File: src/rwap_defs.svh
`ifndef RWAP_DEFS_SVH
`define RWAP_DEFS_SVH

// ==========================================================
// register offsets
`define RWAP_CFG_OFS      12'h000
`define RWAP_FORM_OFS     12'h004
`define RWAP_ADDR_OFS     12'h008
`define RWAP_OPCMD_OFS    12'h00C
`define RWAP_STAT_OFS     12'h010

// ==========================================================
// reset values
`define RWAP_CFG_RST      8'h00
`define RWAP_FORM_RST     4'h0
`define RWAP_ADDR_RST     23'h00_0000
`define RWAP_KIND_RST     2'h0

// ==========================================================
// status field positions
`define RWAP_ST_REFUSED   0
`define RWAP_ST_ACCEPTED  1
`define RWAP_ST_CNT_LSB   2
`define RWAP_ST_WAITING   6
`define RWAP_ST_DRIVING   7

// ==========================================================
// array geometry
`define RWAP_ARRAY_END    24'h80_0000
`define RWAP_ADDR_MAX     23'h7F_FFFF
`define RWAP_SECTOR_BASE  24'h00_0800
`define RWAP_SECTOR_CAP   24'h00_8000
`define RWAP_BLOCK_BASE   24'h01_0000
`define RWAP_PAGE_MASK    23'h00_00FF
`define RWAP_SECT_MASK    23'h00_0FFF
`define RWAP_BLK_MASK     23'h00_FFFF

`endif

File: src/rwap_pkg.sv
package rwap_pkg;

  // ==========================================================
  // read instruction forms
  typedef enum logic [3:0] {
    RWAP_FAST        = 4'h0,
    RWAP_DUAL_OUT    = 4'h1,
    RWAP_QUAD_OUT    = 4'h2,
    RWAP_DUAL_IO     = 4'h3,
    RWAP_QUAD_WORD   = 4'h4,
    RWAP_QUAD_IO     = 4'h5,
    RWAP_DTR_FAST    = 4'h6,
    RWAP_DTR_DUAL_IO = 4'h7,
    RWAP_DTR_QUAD_IO = 4'h8
  } rwap_form_t;

  // ==========================================================
  // program or erase region kinds
  typedef enum logic [1:0] {
    RWAP_PAGE   = 2'b00,
    RWAP_SECTOR = 2'b01,
    RWAP_BLOCK  = 2'b10,
    RWAP_CHIP   = 2'b11
  } rwap_kind_t;

  // ==========================================================
  // read sequencer states
  typedef enum logic [1:0] {
    RWAP_ST_IDLE = 2'b00,
    RWAP_ST_WAIT = 2'b01,
    RWAP_ST_DATA = 2'b10
  } rwap_state_t;

  // ==========================================================
  // configuration word
  typedef struct packed {
    logic       invert_protection;
    logic [2:0] protect_size_code;
    logic       protect_from_low_end;
    logic       small_unit_select;
    logic [1:0] read_wait_select;
  } rwap_cfg_t;

  // protected window, inclusive bounds
  typedef struct packed {
    logic        en;
    logic [22:0] lo;
    logic [22:0] hi;
  } rwap_range_t;

endpackage : rwap_pkg

File: src/rwap_dummy_lut.sv
`timescale 1ns/100ps

module rwap_dummy_lut (
  input  wire rwap_pkg::rwap_form_t form_i,
  input  wire logic [1:0]           wait_sel_i,
  output logic      [3:0]           count_o
);

  // ==========================================================
  // dummy clock table
  always_comb begin
    unique case (form_i)
      rwap_pkg::RWAP_FAST,
      rwap_pkg::RWAP_DUAL_OUT,
      rwap_pkg::RWAP_QUAD_OUT: count_o = 4'h8;
      rwap_pkg::RWAP_DUAL_IO,
      rwap_pkg::RWAP_QUAD_WORD: begin
        count_o = wait_sel_i[0] ? 4'h8 : 4'h4;
      end
      rwap_pkg::RWAP_QUAD_IO,
      rwap_pkg::RWAP_DTR_FAST,
      rwap_pkg::RWAP_DTR_DUAL_IO: begin
        unique case (wait_sel_i)
          2'b00: count_o = 4'h6;
          2'b01: count_o = 4'h4;
          2'b10: count_o = 4'h8;
          2'b11: count_o = 4'hA;
        endcase
      end
      rwap_pkg::RWAP_DTR_QUAD_IO: begin
        unique case (wait_sel_i)
          2'b00: count_o = 4'h8;
          2'b01: count_o = 4'h4;
          2'b10: count_o = 4'h6;
          2'b11: count_o = 4'hA;
        endcase
      end
      // unknown form codes fall back to the safe, longest common wait
      default: count_o = 4'h8;
    endcase
  end

endmodule : rwap_dummy_lut

File: src/rwap_prot_range.sv
`timescale 1ns/100ps
`include "rwap_defs.svh"

module rwap_prot_range (
  input  wire rwap_pkg::rwap_cfg_t   cfg_i,
  output rwap_pkg::rwap_range_t      range_o
);

  logic [23:0] sz;
  logic [2:0]  code;

  assign code = cfg_i.protect_size_code;

  // ==========================================================
  // protected window before inversion
  always_comb begin
    sz = 24'h00_0000;
    if (cfg_i.small_unit_select) begin
      sz = code[2] ? `RWAP_SECTOR_CAP : (`RWAP_SECTOR_BASE << code[1:0]);
    end else begin
      sz = `RWAP_BLOCK_BASE << code;
    end
    range_o.en = (code != 3'h0);
    if (code == 3'h7) begin
      range_o.lo = 23'h00_0000;
      range_o.hi = `RWAP_ADDR_MAX;
    end else if (cfg_i.protect_from_low_end) begin
      range_o.lo = 23'h00_0000;
      range_o.hi = 23'(sz - 24'h00_0001);
    end else begin
      range_o.lo = 23'(`RWAP_ARRAY_END - sz);
      range_o.hi = `RWAP_ADDR_MAX;
    end
  end

endmodule : rwap_prot_range

File: src/rwap_top.sv
// The register offsets and register access over APB were chosen for this implementation.
`timescale 1ns/100ps
`include "rwap_defs.svh"

// Operation
// - two-bit read wait select, reset to 00, chooses dummy clocks per read form
// - single rate fast, dual output, quad output reads always wait 8 clocks
// - single rate dual io and quad word reads wait 4 or 8 clocks
// - single rate quad io read waits 6, 4, 8 or 10 clocks
// - double rate fast and dual io reads wait 6, 4, 8 or 10 clocks
// - double rate quad io read waits 8, 4, 6 or 10 clocks
// - reserved bits read as zero; writing them has no effect
// - size code zero protects nothing, all ones protects the whole array
// - block units from top protect 2 to 64 blocks ending at top
// - block units from low end protect 128KB up to 4MB from zero
// - sector units from top protect top 4KB, 8KB, 16KB or 32KB
// - sector units from low end protect lowest 4KB to 32KB
// - program or erase touching any protected address is refused
// - small unit select picks 4KB sectors, else 64KB blocks, reset clear
// - inversion swaps protected and unprotected regions
module rwap_top (
  input  wire logic        core_clk_i,
  input  wire logic        resetn_i,
  input  wire logic        psel_i,
  input  wire logic        penable_i,
  input  wire logic        pwrite_i,
  input  wire logic [31:0] paddr_i,
  input  wire logic [31:0] pwdata_i,
  output logic             pready_o,
  output logic      [31:0] prdata_o,
  output logic             pslverr_o,
  input  wire logic        sclk_i,
  input  wire logic        cs_n_i,
  output logic             dummy_active_o,
  output logic             data_drive_o,
  output logic             op_go_o,
  output logic             op_refused_o
);

  // ==========================================================
  // declarations
  rwap_pkg::rwap_cfg_t   cfg_q;
  rwap_pkg::rwap_form_t  form_q;
  rwap_pkg::rwap_kind_t  kind_q;
  rwap_pkg::rwap_state_t st_q;
  rwap_pkg::rwap_range_t rng;
  logic [22:0] op_addr_q;
  logic [3:0]  lut_cnt;
  logic [3:0]  dcnt_q;
  logic [3:0]  cnt_lat_q;
  logic        chk_q;
  logic        accepted_q;
  logic        sclk_s1_q;
  logic        sclk_s2_q;
  logic        sclk_s3_q;
  logic        cs_s1_q;
  logic        cs_s2_q;
  logic        cs_s3_q;
  logic        sclk_rise;
  logic        cs_fall;
  logic        setup_rd;
  logic        acc;
  logic        mapped;
  logic        hit;
  logic [22:0] msk;
  logic [22:0] rg_lo;
  logic [22:0] rg_hi;
  logic [31:0] rd_mux;
  logic [7:0]  stat;

  // ==========================================================
  // table and range helpers
  rwap_dummy_lut u_lut (
    .form_i     (form_q),
    .wait_sel_i (cfg_q.read_wait_select),
    .count_o    (lut_cnt)
  );

  rwap_prot_range u_range (
    .cfg_i   (cfg_q),
    .range_o (rng)
  );

  // ==========================================================
  // pin synchronisers: the first stage feeds only the second
  always_ff @(posedge core_clk_i) begin
    if (!resetn_i) begin
      sclk_s1_q <= 1'b0;
      sclk_s2_q <= 1'b0;
      sclk_s3_q <= 1'b0;
      cs_s1_q   <= 1'b1;
      cs_s2_q   <= 1'b1;
      cs_s3_q   <= 1'b1;
    end else begin
      sclk_s1_q <= sclk_i;
      sclk_s2_q <= sclk_s1_q;
      sclk_s3_q <= sclk_s2_q;
      cs_s1_q <= cs_n_i;
      cs_s2_q <= cs_s1_q;
      cs_s3_q <= cs_s2_q;
    end
  end

  assign sclk_rise = sclk_s2_q && !sclk_s3_q;
  assign cs_fall   = cs_s3_q && !cs_s2_q;

  // ==========================================================
  // apb decode, one wait state on every access
  assign mapped = (paddr_i[31:12] == 20'h0_0000) &&
                  ((paddr_i[11:0] == `RWAP_CFG_OFS)   ||
                   (paddr_i[11:0] == `RWAP_FORM_OFS)  ||
                   (paddr_i[11:0] == `RWAP_ADDR_OFS)  ||
                   (paddr_i[11:0] == `RWAP_OPCMD_OFS) ||
                   (paddr_i[11:0] == `RWAP_STAT_OFS));
  assign setup_rd = psel_i && penable_i && !pready_o;
  assign acc      = psel_i && penable_i && pready_o;

  assign stat = {data_drive_o, dummy_active_o, cnt_lat_q,
                 accepted_q, op_refused_o};

  always_comb begin
    rd_mux = 32'h0000_0000;
    unique case (paddr_i[11:0])
      `RWAP_CFG_OFS:   rd_mux = {24'h00_0000, cfg_q};
      `RWAP_FORM_OFS:  rd_mux = {28'h000_0000, form_q};
      `RWAP_ADDR_OFS:  rd_mux = {9'h000, op_addr_q};
      `RWAP_OPCMD_OFS: rd_mux = {30'h0000_0000, kind_q};
      `RWAP_STAT_OFS:  rd_mux = {24'h00_0000, stat};
      default:         rd_mux = 32'h0000_0000;
    endcase
  end

  always_ff @(posedge core_clk_i) begin
    if (!resetn_i) begin
      pready_o  <= 1'b0;
      prdata_o  <= 32'h0000_0000;
      pslverr_o <= 1'b0;
    end else begin
      pready_o  <= setup_rd;
      pslverr_o <= setup_rd && !mapped;
      if (setup_rd && !pwrite_i && mapped) begin
        prdata_o <= rd_mux;
      end else if (setup_rd) begin
        prdata_o <= 32'h0000_0000;
      end
    end
  end

  // ==========================================================
  // software-written registers
  // upper cfg bits are not stored, so writing them changes nothing
  always_ff @(posedge core_clk_i) begin
    if (!resetn_i) begin
      cfg_q <= `RWAP_CFG_RST;
    end else if (acc && pwrite_i && paddr_i[31:0] == 32'h0000_0000) begin
      cfg_q <= pwdata_i[7:0];
    end
  end

  always_ff @(posedge core_clk_i) begin
    if (!resetn_i) begin
      form_q    <= rwap_pkg::rwap_form_t'(`RWAP_FORM_RST);
      op_addr_q <= `RWAP_ADDR_RST;
      kind_q    <= rwap_pkg::rwap_kind_t'(`RWAP_KIND_RST);
      chk_q     <= 1'b0;
    end else begin
      chk_q <= 1'b0;
      if (acc && pwrite_i && mapped) begin
        unique case (paddr_i[11:0])
          `RWAP_FORM_OFS: begin
            form_q <= rwap_pkg::rwap_form_t'(pwdata_i[3:0]);
          end
          `RWAP_ADDR_OFS:  op_addr_q <= pwdata_i[22:0];
          `RWAP_OPCMD_OFS: begin
            kind_q <= rwap_pkg::rwap_kind_t'(pwdata_i[1:0]);
            chk_q  <= 1'b1;
          end
          default: chk_q <= 1'b0;
        endcase
      end
    end
  end

  // ==========================================================
  // program and erase screening
  always_comb begin
    unique case (kind_q)
      rwap_pkg::RWAP_PAGE:   msk = `RWAP_PAGE_MASK;
      rwap_pkg::RWAP_SECTOR: msk = `RWAP_SECT_MASK;
      rwap_pkg::RWAP_BLOCK:  msk = `RWAP_BLK_MASK;
      rwap_pkg::RWAP_CHIP:   msk = `RWAP_ADDR_MAX;
    endcase
  end

  assign rg_lo = op_addr_q & ~msk;
  assign rg_hi = op_addr_q | msk;

  // any overlap with the protected set refuses the whole operation
  always_comb begin
    if (cfg_q.invert_protection) begin
      hit = !rng.en || (rg_lo < rng.lo) || (rg_hi > rng.hi);
    end else begin
      hit = rng.en && (rg_lo <= rng.hi) && (rg_hi >= rng.lo);
    end
  end

  always_ff @(posedge core_clk_i) begin
    if (!resetn_i) begin
      op_refused_o <= 1'b0;
      accepted_q   <= 1'b0;
      op_go_o      <= 1'b0;
    end else begin
      op_go_o <= chk_q && !hit;
      if (chk_q) begin
        op_refused_o <= hit;
        accepted_q   <= !hit;
      end
    end
  end

  // ==========================================================
  // read sequencer; chip select high returns it to idle
  always_ff @(posedge core_clk_i) begin
    if (!resetn_i) begin
      st_q           <= rwap_pkg::RWAP_ST_IDLE;
      dcnt_q         <= 4'h0;
      cnt_lat_q      <= 4'h0;
      dummy_active_o <= 1'b0;
      data_drive_o   <= 1'b0;
    end else if (cs_s2_q) begin
      st_q           <= rwap_pkg::RWAP_ST_IDLE;
      dummy_active_o <= 1'b0;
      data_drive_o   <= 1'b0;
    end else begin
      unique case (st_q)
        rwap_pkg::RWAP_ST_IDLE: begin
          if (cs_fall) begin
            dcnt_q         <= lut_cnt;
            cnt_lat_q      <= lut_cnt;
            st_q           <= rwap_pkg::RWAP_ST_WAIT;
            dummy_active_o <= 1'b1;
          end
        end
        rwap_pkg::RWAP_ST_WAIT: begin
          if (sclk_rise) begin
            if (dcnt_q == 4'h1) begin
              st_q           <= rwap_pkg::RWAP_ST_DATA;
              dummy_active_o <= 1'b0;
              data_drive_o   <= 1'b1;
            end else begin
              dcnt_q <= dcnt_q - 4'h1;
            end
          end
        end
        rwap_pkg::RWAP_ST_DATA: data_drive_o <= 1'b1;
        default: begin
          st_q           <= rwap_pkg::RWAP_ST_IDLE;
          dummy_active_o <= 1'b0;
          data_drive_o   <= 1'b0;
        end
      endcase
    end
  end
endmodule : rwap_top

File: config.mk
export PLATFORM = sky130hd
export DESIGN_NAME = rwap_top
export DESIGN_NICKNAME = d
export VERILOG_FILES = /design/src/rwap_pkg.sv /design/src/rwap_dummy_lut.sv /design/src/rwap_prot_range.sv /design/src/rwap_top.sv
export VERILOG_INCLUDE_DIRS = /design/src
export SDC_FILE = /design/constraint.sdc
export NUM_CORES = 1
export LEC_CHECK = 0
export ABC_AREA = 1
export BUFFER_PORTS_ARGS = -buffer_cell sky130_fd_sc_hd__clkbuf_2
export CAP_MARGIN = 10
export CORE_MARGIN = 2
export CORE_UTILIZATION = 56
export CTS_CLUSTER_SIZE = 14
export DETAILED_ROUTE_END_ITERATION = 8
export PLACE_DENSITY_LB_ADDON = 0.15
export SLEW_MARGIN = 40
export SYNTH_ARGS = -nofsm -noshare
export SYNTH_HDL_FRONTEND = slang
export SYNTH_SLANG_ARGS = --single-unit
File: constraint.sdc
create_clock -name core_clk_i -period 3.2 [get_ports core_clk_i]
set_input_delay 0.32 -clock core_clk_i [delete_from_list [all_inputs] [get_ports core_clk_i]]
set_output_delay 0.32 -clock core_clk_i [all_outputs]
set_load 0.005 [all_outputs]
==> metrics, run 1 <==
outcome finished, final reports clean; most common library cells after synthesis 125 x nand2_1, 87 x inv_1, 83 x nor2_1; fillers 828; top-count cell post-synth nand2_1; Placer Congestion 0.9963; Root Buffer clkbuf_8; post-detailed-route count of antenna-violating nets 0; max_cap viols 0; mean post-synth cell area 7.096 sq um; die span in y approximately 100 um; Worst-Margin Slew around 670 ps; CTS tree yes; GRT overflow 0; sequential share of the synthesized area 0.3152; Critical Path Slowest Stage Cell dfxtp_4; number of global-route vias before repair ~5000; Sw Pwr 509.2 uW; Worst Setup Start Kind flop; TritonCTS buffer count 9; Power per Cell Area 313.2 mW/mm^2; asr flop ratio synth 0; Final nets 953; row cnt 35; largest cells by area after synthesis dfxtp_1 32%, ha_1 13%, nand2_1 9.0%; crit share post-route 0.9307; share of the synthesized area in the top cell type 0.3152; skew final 19.41 ps; Syn Std Cell Area 0.005209 sq mm; Rel. slew slack 0.5552; Port Buf Inserts 90; die area 0.01009 sq mm; Core Region 0.009153 sq mm; CTS Buffer Depth 2; hold crit path type in2reg; Seq pwr share 0.546; clock sinks 82; Ant. Diodes 0; Max Freq 335.8 MHz; max-slew violations 0; Syn. warnings 0; clock latency on the worst-skew pair 370 ps; post-detail-place hpwl 11090 um; cell mode on critical path nand2_1; DR pass1 iterations 5; num ports 109; DR iter-0 viols 187; vias per cell 5.523; leak pwr 0.002929 uW; detailed-route wire length per cell between 10 and 15 um; first-pass GRT wire length between 20000 and 25000 um; Main synth FF type dfxtp_1; setup tns final 0 ps; internal power 1372 uW; clock power share 0.399; share of cells above drive strength 1 0.2086; WP buf/inv 2; clock slew at reported path FFs 100 ps; largest net degree at the start of global routing 40; area occupied by multi-input gates around 0.0031 sq mm; max incr delay on CP 380 ps; Distinct cells, synth 47; Logic pwr share 0.055; area grow syn2layout 15.35%; post-route cell area 0.006008 sq mm; Initial Util 0.5691; cell taking the most area after synthesis dfxtp_1; peak supply drop around 0.00026 V; worst endpoint required time 3460 ps; minimum clock period 2978 ps; CTS Hold Bufs 0; instance count of the mapped netlist about 730; DRC Markers 0; #FFs+latches synth 82; register area 0.001650 sq mm; EDFF count, synth 0; CP top delay family simple AND/OR/NAND/NOR gates; critical path type reg2reg; Total GRT Usage 0.2810; vias 5219; switching share of power 0.2706; initial antenna violation count 0; CP Max Fanout 9; final setup fails 0; die width between 100 and 150 um; CP Capture Type flop; Crit path arrival time 3240 ps; H-tree Lvls 3; Placed Area 0.005762 sq mm; Final Hold Fails 0; WL final 14000 um
-- repair_timing --
action / in CTS / in global routing
endpoints found under the hold margin: 0 / 0
buffers inserted: 0 / 2
endpoints found under the setup margin: 0 / 3
gates resized for setup: 0 / 17
-- layer usage --
| layer | GRT usage | vias up | share of wire | wire length, um |
|---|---|---|---|---|
| met3 | 0.04666 | 24 | 0.043 | 597 |
| met5 | 0 | - | 0 | 0 |
| met1 | 0.3287 | 2397 | 0.43 | 6031 |
| met4 | 0.08008 | 0 | 0.018 | 248 |
| li1 | - | 2639 | - | - |
| met2 | 0.5245 | 159 | 0.51 | 7120 |
-- worst paths after layout --
| check | start | to | slack, ps | cells past startpoint |
|---|---|---|---|---|
| worst max-delay path | cfg_q[6]$_SDFFE_PN0P_ | accepted_q$_SDFFE_PN0P_ | 220 | 27 |
| worst min-delay path | cs_n_i | cs_s1_q$_SDFF_PN1_ | 140 | 2 |
| worst max register to register | cfg_q[6]$_SDFFE_PN0P_ | accepted_q$_SDFFE_PN0P_ | 220 | 27 |
| worst min register to register | cs_s1_q$_SDFF_PN1_ | cs_s2_q$_SDFF_PN1_ | 420 | 1 |
-- final cells by class --
cell class,instances,area share
flip-flops and latches,82,0.2747
clock buffers,9,0.02062
clock inverters,7,0.01145
multi-input cells,538,0.5175
well taps,111,0.02312
repair buffers,105,0.09371
inverters,93,0.05893
-- state kept, by name (all words and copies together), names as in the netlist --
name            flops
op_addr_q          23
prdata_o           23
cfg_q               8
dcnt_q              4
form_q              4
cnt_lat_q           3
kind_q              2
accepted_q          1
chk_q               1
cs_s1_q             1
cs_s2_q             1
cs_s3_q             1
data_drive_o        1
dummy_active_o      1
op_go_o             1
op_refused_o        1
pready_o            1
pslverr_o           1
sclk_s1_q           1
sclk_s2_q           1
sclk_s3_q           1
st_q                1
-- cells in the final DEF, fill, tap and decap left out, types with 3 or more instances in the layout --
cell	count
nand2_1	125
clkbuf_2	90
inv_1	86
nor2_1	80
dfxtp_1	79
a21oi_1	60
ha_1	52
o21ai_0	51
nor3_1	29
nand3_1	23
nand4_1	15
buf_4	15
a21oi_2	11
nand2_2	11
nor4_1	10
conb_1	9
clkbuf_8	9
a211oi_1	6
nor2_2	5
a221oi_1	5
or2_2	5
o221ai_1	5
inv_2	4
inv_8	4
xor2_1	3
nand3b_1	3
nor2_4	3
o22ai_1	3
a22oi_1	3
-- per-stage QoR --
step / utilization / setup slack, ps / cells / hold WS [ps] / total power [uW]
floorplan: - / 316.0 / 742 / 390.5 / 1108
global placement: 0.6295 / 151.0 / 927 / 397.0 / 1154
detailed placement: 0.6295 / 54.99 / 927 / 406.2 / 1155
CTS: 0.6506 / 61.19 / 943 / 135.2 / 1894
global route: 0.6565 / -31.40 / 945 / 138.3 / 1948
finish: 0.6565 / 221.8 / 945 / 140.5 / 1882
-- power by group through the flow --
| stage | combinational, uW | clock, uW | sequential (uW) |
|---|---|---|---|
| after global routing | 116 | 804 | 1030 |
| after floorplan | 55.6 | 0 | 1050 |
| final | 103 | 751 | 1030 |
| after detailed placement | 102 | 0 | 1050 |
| after CTS | 103 | 761 | 1030 |
| after global placement | 101 | 0 | 1050 |
-- cells by family (layout without fill, tap and decap cells) --
kind of cell / Yosys count / in the layout / share of synthesized area
and+or+nand+nor: 316 / 316 / 0.2767
AOI/OAI and AO/OA: 157 / 157 / 0.1761
buffers and inverters: 122 / 214 / 0.09896
DFF: 82 / 82 / 0.3152
adders and majority gates: 53 / 53 / 0.1273
xor gates and xnor gates: 3 / 3 / 0.005045
other: 1 / 9 / 0.0007199
Note: power is estimated with default switching activity, not from simulation.
==> run 2: changes to the inputs <==
--- a/config.mk
+++ b/config.mk
@@ -7,10 +7,13 @@
 export NUM_CORES = 1
 export LEC_CHECK = 0
 export ABC_AREA = 1
+export ABC_CLOCK_PERIOD_IN_PS = 3200
 export BUFFER_PORTS_ARGS = -buffer_cell sky130_fd_sc_hd__clkbuf_2
 export CAP_MARGIN = 10
+export CELL_PAD_IN_SITES_DETAIL_PLACEMENT = 2
+export CELL_PAD_IN_SITES_GLOBAL_PLACEMENT = 2
 export CORE_MARGIN = 2
-export CORE_UTILIZATION = 56
+export CORE_UTILIZATION = 30
 export CTS_CLUSTER_SIZE = 14
 export DETAILED_ROUTE_END_ITERATION = 8
 export PLACE_DENSITY_LB_ADDON = 0.15
==> metrics, run 2 (same netlist as run 1, synthesis figures left out) <==
outcome finished, final reports clean; die width ~140 um; Crit path arrival time 3270 ps; CTS Hold Bufs 0; detailed-route wire length per cell 18.53 um; Worst-Margin Slew 655.1 ps; DR iter-0 viols 128; Finished Layout Cells ~1100; Max Freq 330.9 MHz; Root Buffer clkbuf_16; Initial Util 0.3043; share of cells above drive strength 1 0.2208; Ant. Diodes 0; row cnt 48; fillers 2064; initial antenna violation count 0; die area about 0.018 sq mm; dpl ws -213.0 ps; skew final 5.743 ps; max-slew violations 0; worst endpoint required time 3450 ps; max incr delay on CP roughly 340 ps; Placer Congestion about 0.84; Core Region 0.01712 sq mm; hold crit path type in2reg; num ports 109; Power per Cell Area 353.7 mW/mm^2; register area 0.001648 sq mm; Total GRT Usage 0.2192; GRT overflow 0; peak supply drop approximately 0.0003 V; Final Hold Fails 0; CP Max Fanout 5; post-detailed-route count of antenna-violating nets 0; Rel. slew slack 0.5622; Setup WS post-layout 178.1 ps; vias per cell a little over 5; CTS tree yes; die span in y ~140 um; minimum clock period 3022 ps; Critical Path Slowest Stage Cell dfxtp_2; cell mode on critical path nand2_1; placed instance count 1042; final setup fails 0; TritonCTS buffer count 9; clock slew at reported path FFs 60 ps; max_cap viols 0; Largest regs op_addr_q (23), prdata_o (23), cfg_q (8); post-detail-place hpwl around 16000 um; largest net degree at the start of global routing 40; Port Buf Inserts 90; area grow syn2layout 22.46%; most frequent cells in the layout 123 x nand2_1, 90 x clkbuf_2, 86 x inv_1; post-layout power ~2300 uW; clock latency on the worst-skew pair ~350 ps; H-tree Lvls 3; DR pass1 iterations 4; CP Capture Type flop; first-pass GRT wire length 30990 um; area occupied by multi-input gates 0.003179 sq mm; CTS Buffer Depth 2; Final nets about 960; critical path type reg2reg; Worst Setup Start Kind flop; number of global-route vias before repair 5782; vias 5385; commonest non-fill, non-tap cell in the layout nand2_1; final core occ 0.3727; clock sinks 82; leak pwr 0.003031 uW; WL final between 15000 and 20000 um; DRC Markers 0; crit share post-route 0.9443
run 2: cell types whose count changed in the layout (fill, tap and decap cells not counted), moves of 2 or more:
cell        change
inv_8           -4
nor2_2          -2
bufinv_16       +2
clkbuf_8        -8
nor2_4          +3
buf_4           +6
clkbuf_16       +9
nand2_1         -2
clkinvlp_4      -2
run 2: path summary, 6_finish.rpt:
check	end	slack, ps	from	cells after the start
setup / recovery	accepted_q$_SDFFE_PN0P_	180	cfg_q[6]$_SDFFE_PN0P_	27
hold / removal	cs_s1_q$_SDFF_PN1_	160	cs_n_i	2
setup reg to reg	accepted_q$_SDFFE_PN0P_	180	cfg_q[6]$_SDFFE_PN0P_	27
hold reg to reg	cs_s2_q$_SDFF_PN1_	420	cs_s1_q$_SDFF_PN1_	1
run 2: what timing repair did:
| action | 4_1_cts | 5_1_grt |
|---|---|---|
| pin swaps | 1 | 5 |
| gates resized for setup | 7 | 22 |
| endpoints found under the setup margin | 3 | 3 |
| setup buffers | 2 | 5 |
run 2: area by class of cell:
type	count	share of cell area
clock inverters	3	0.01020
clock buffers	11	0.03805
multi-input cells	538	0.4984
flip-flops and latches	82	0.2583
repair buffers	111	0.09533
well taps	225	0.04413
inverters	93	0.05551
run 2: per-stage QoR:
step | cell area, sq um | TNS [ps] | hold slack, ps
after CTS | 6246 | 0 | 146.1
after floorplan | 5239 | 0 | 390.5
after global placement | 5912 | 0 | 412.3
after detailed placement | 5912 | -551.3 | 415.3
final | 6379 | 0 | 155.5
after global routing | 6379 | -219.7 | 167.9
run 2: power breakdown:
group,internal [uW],switching (uW)
Combinational,43.4,68.2
Clock,695,419
Sequential,1030,3.66
run 2: routing by layer:
metal | vias to the layer above | routed length, um | track usage
met5 | - | 0 | 0
met1 | 2631 | 8317 | 0.2594
met4 | 0 | 364 | 0.06366
met3 | 23 | 531 | 0.03554
met2 | 93 | 10490 | 0.4052
li1 | 2638 | - | -
run 2: worst max-delay path, delay by kind of cell (launching register included):
family	cells	cell delay, ps
compound gates	3	310
flops	1	340
fa+ha+maj	2	470
simple gates	20	1660
buf+inv	2	120
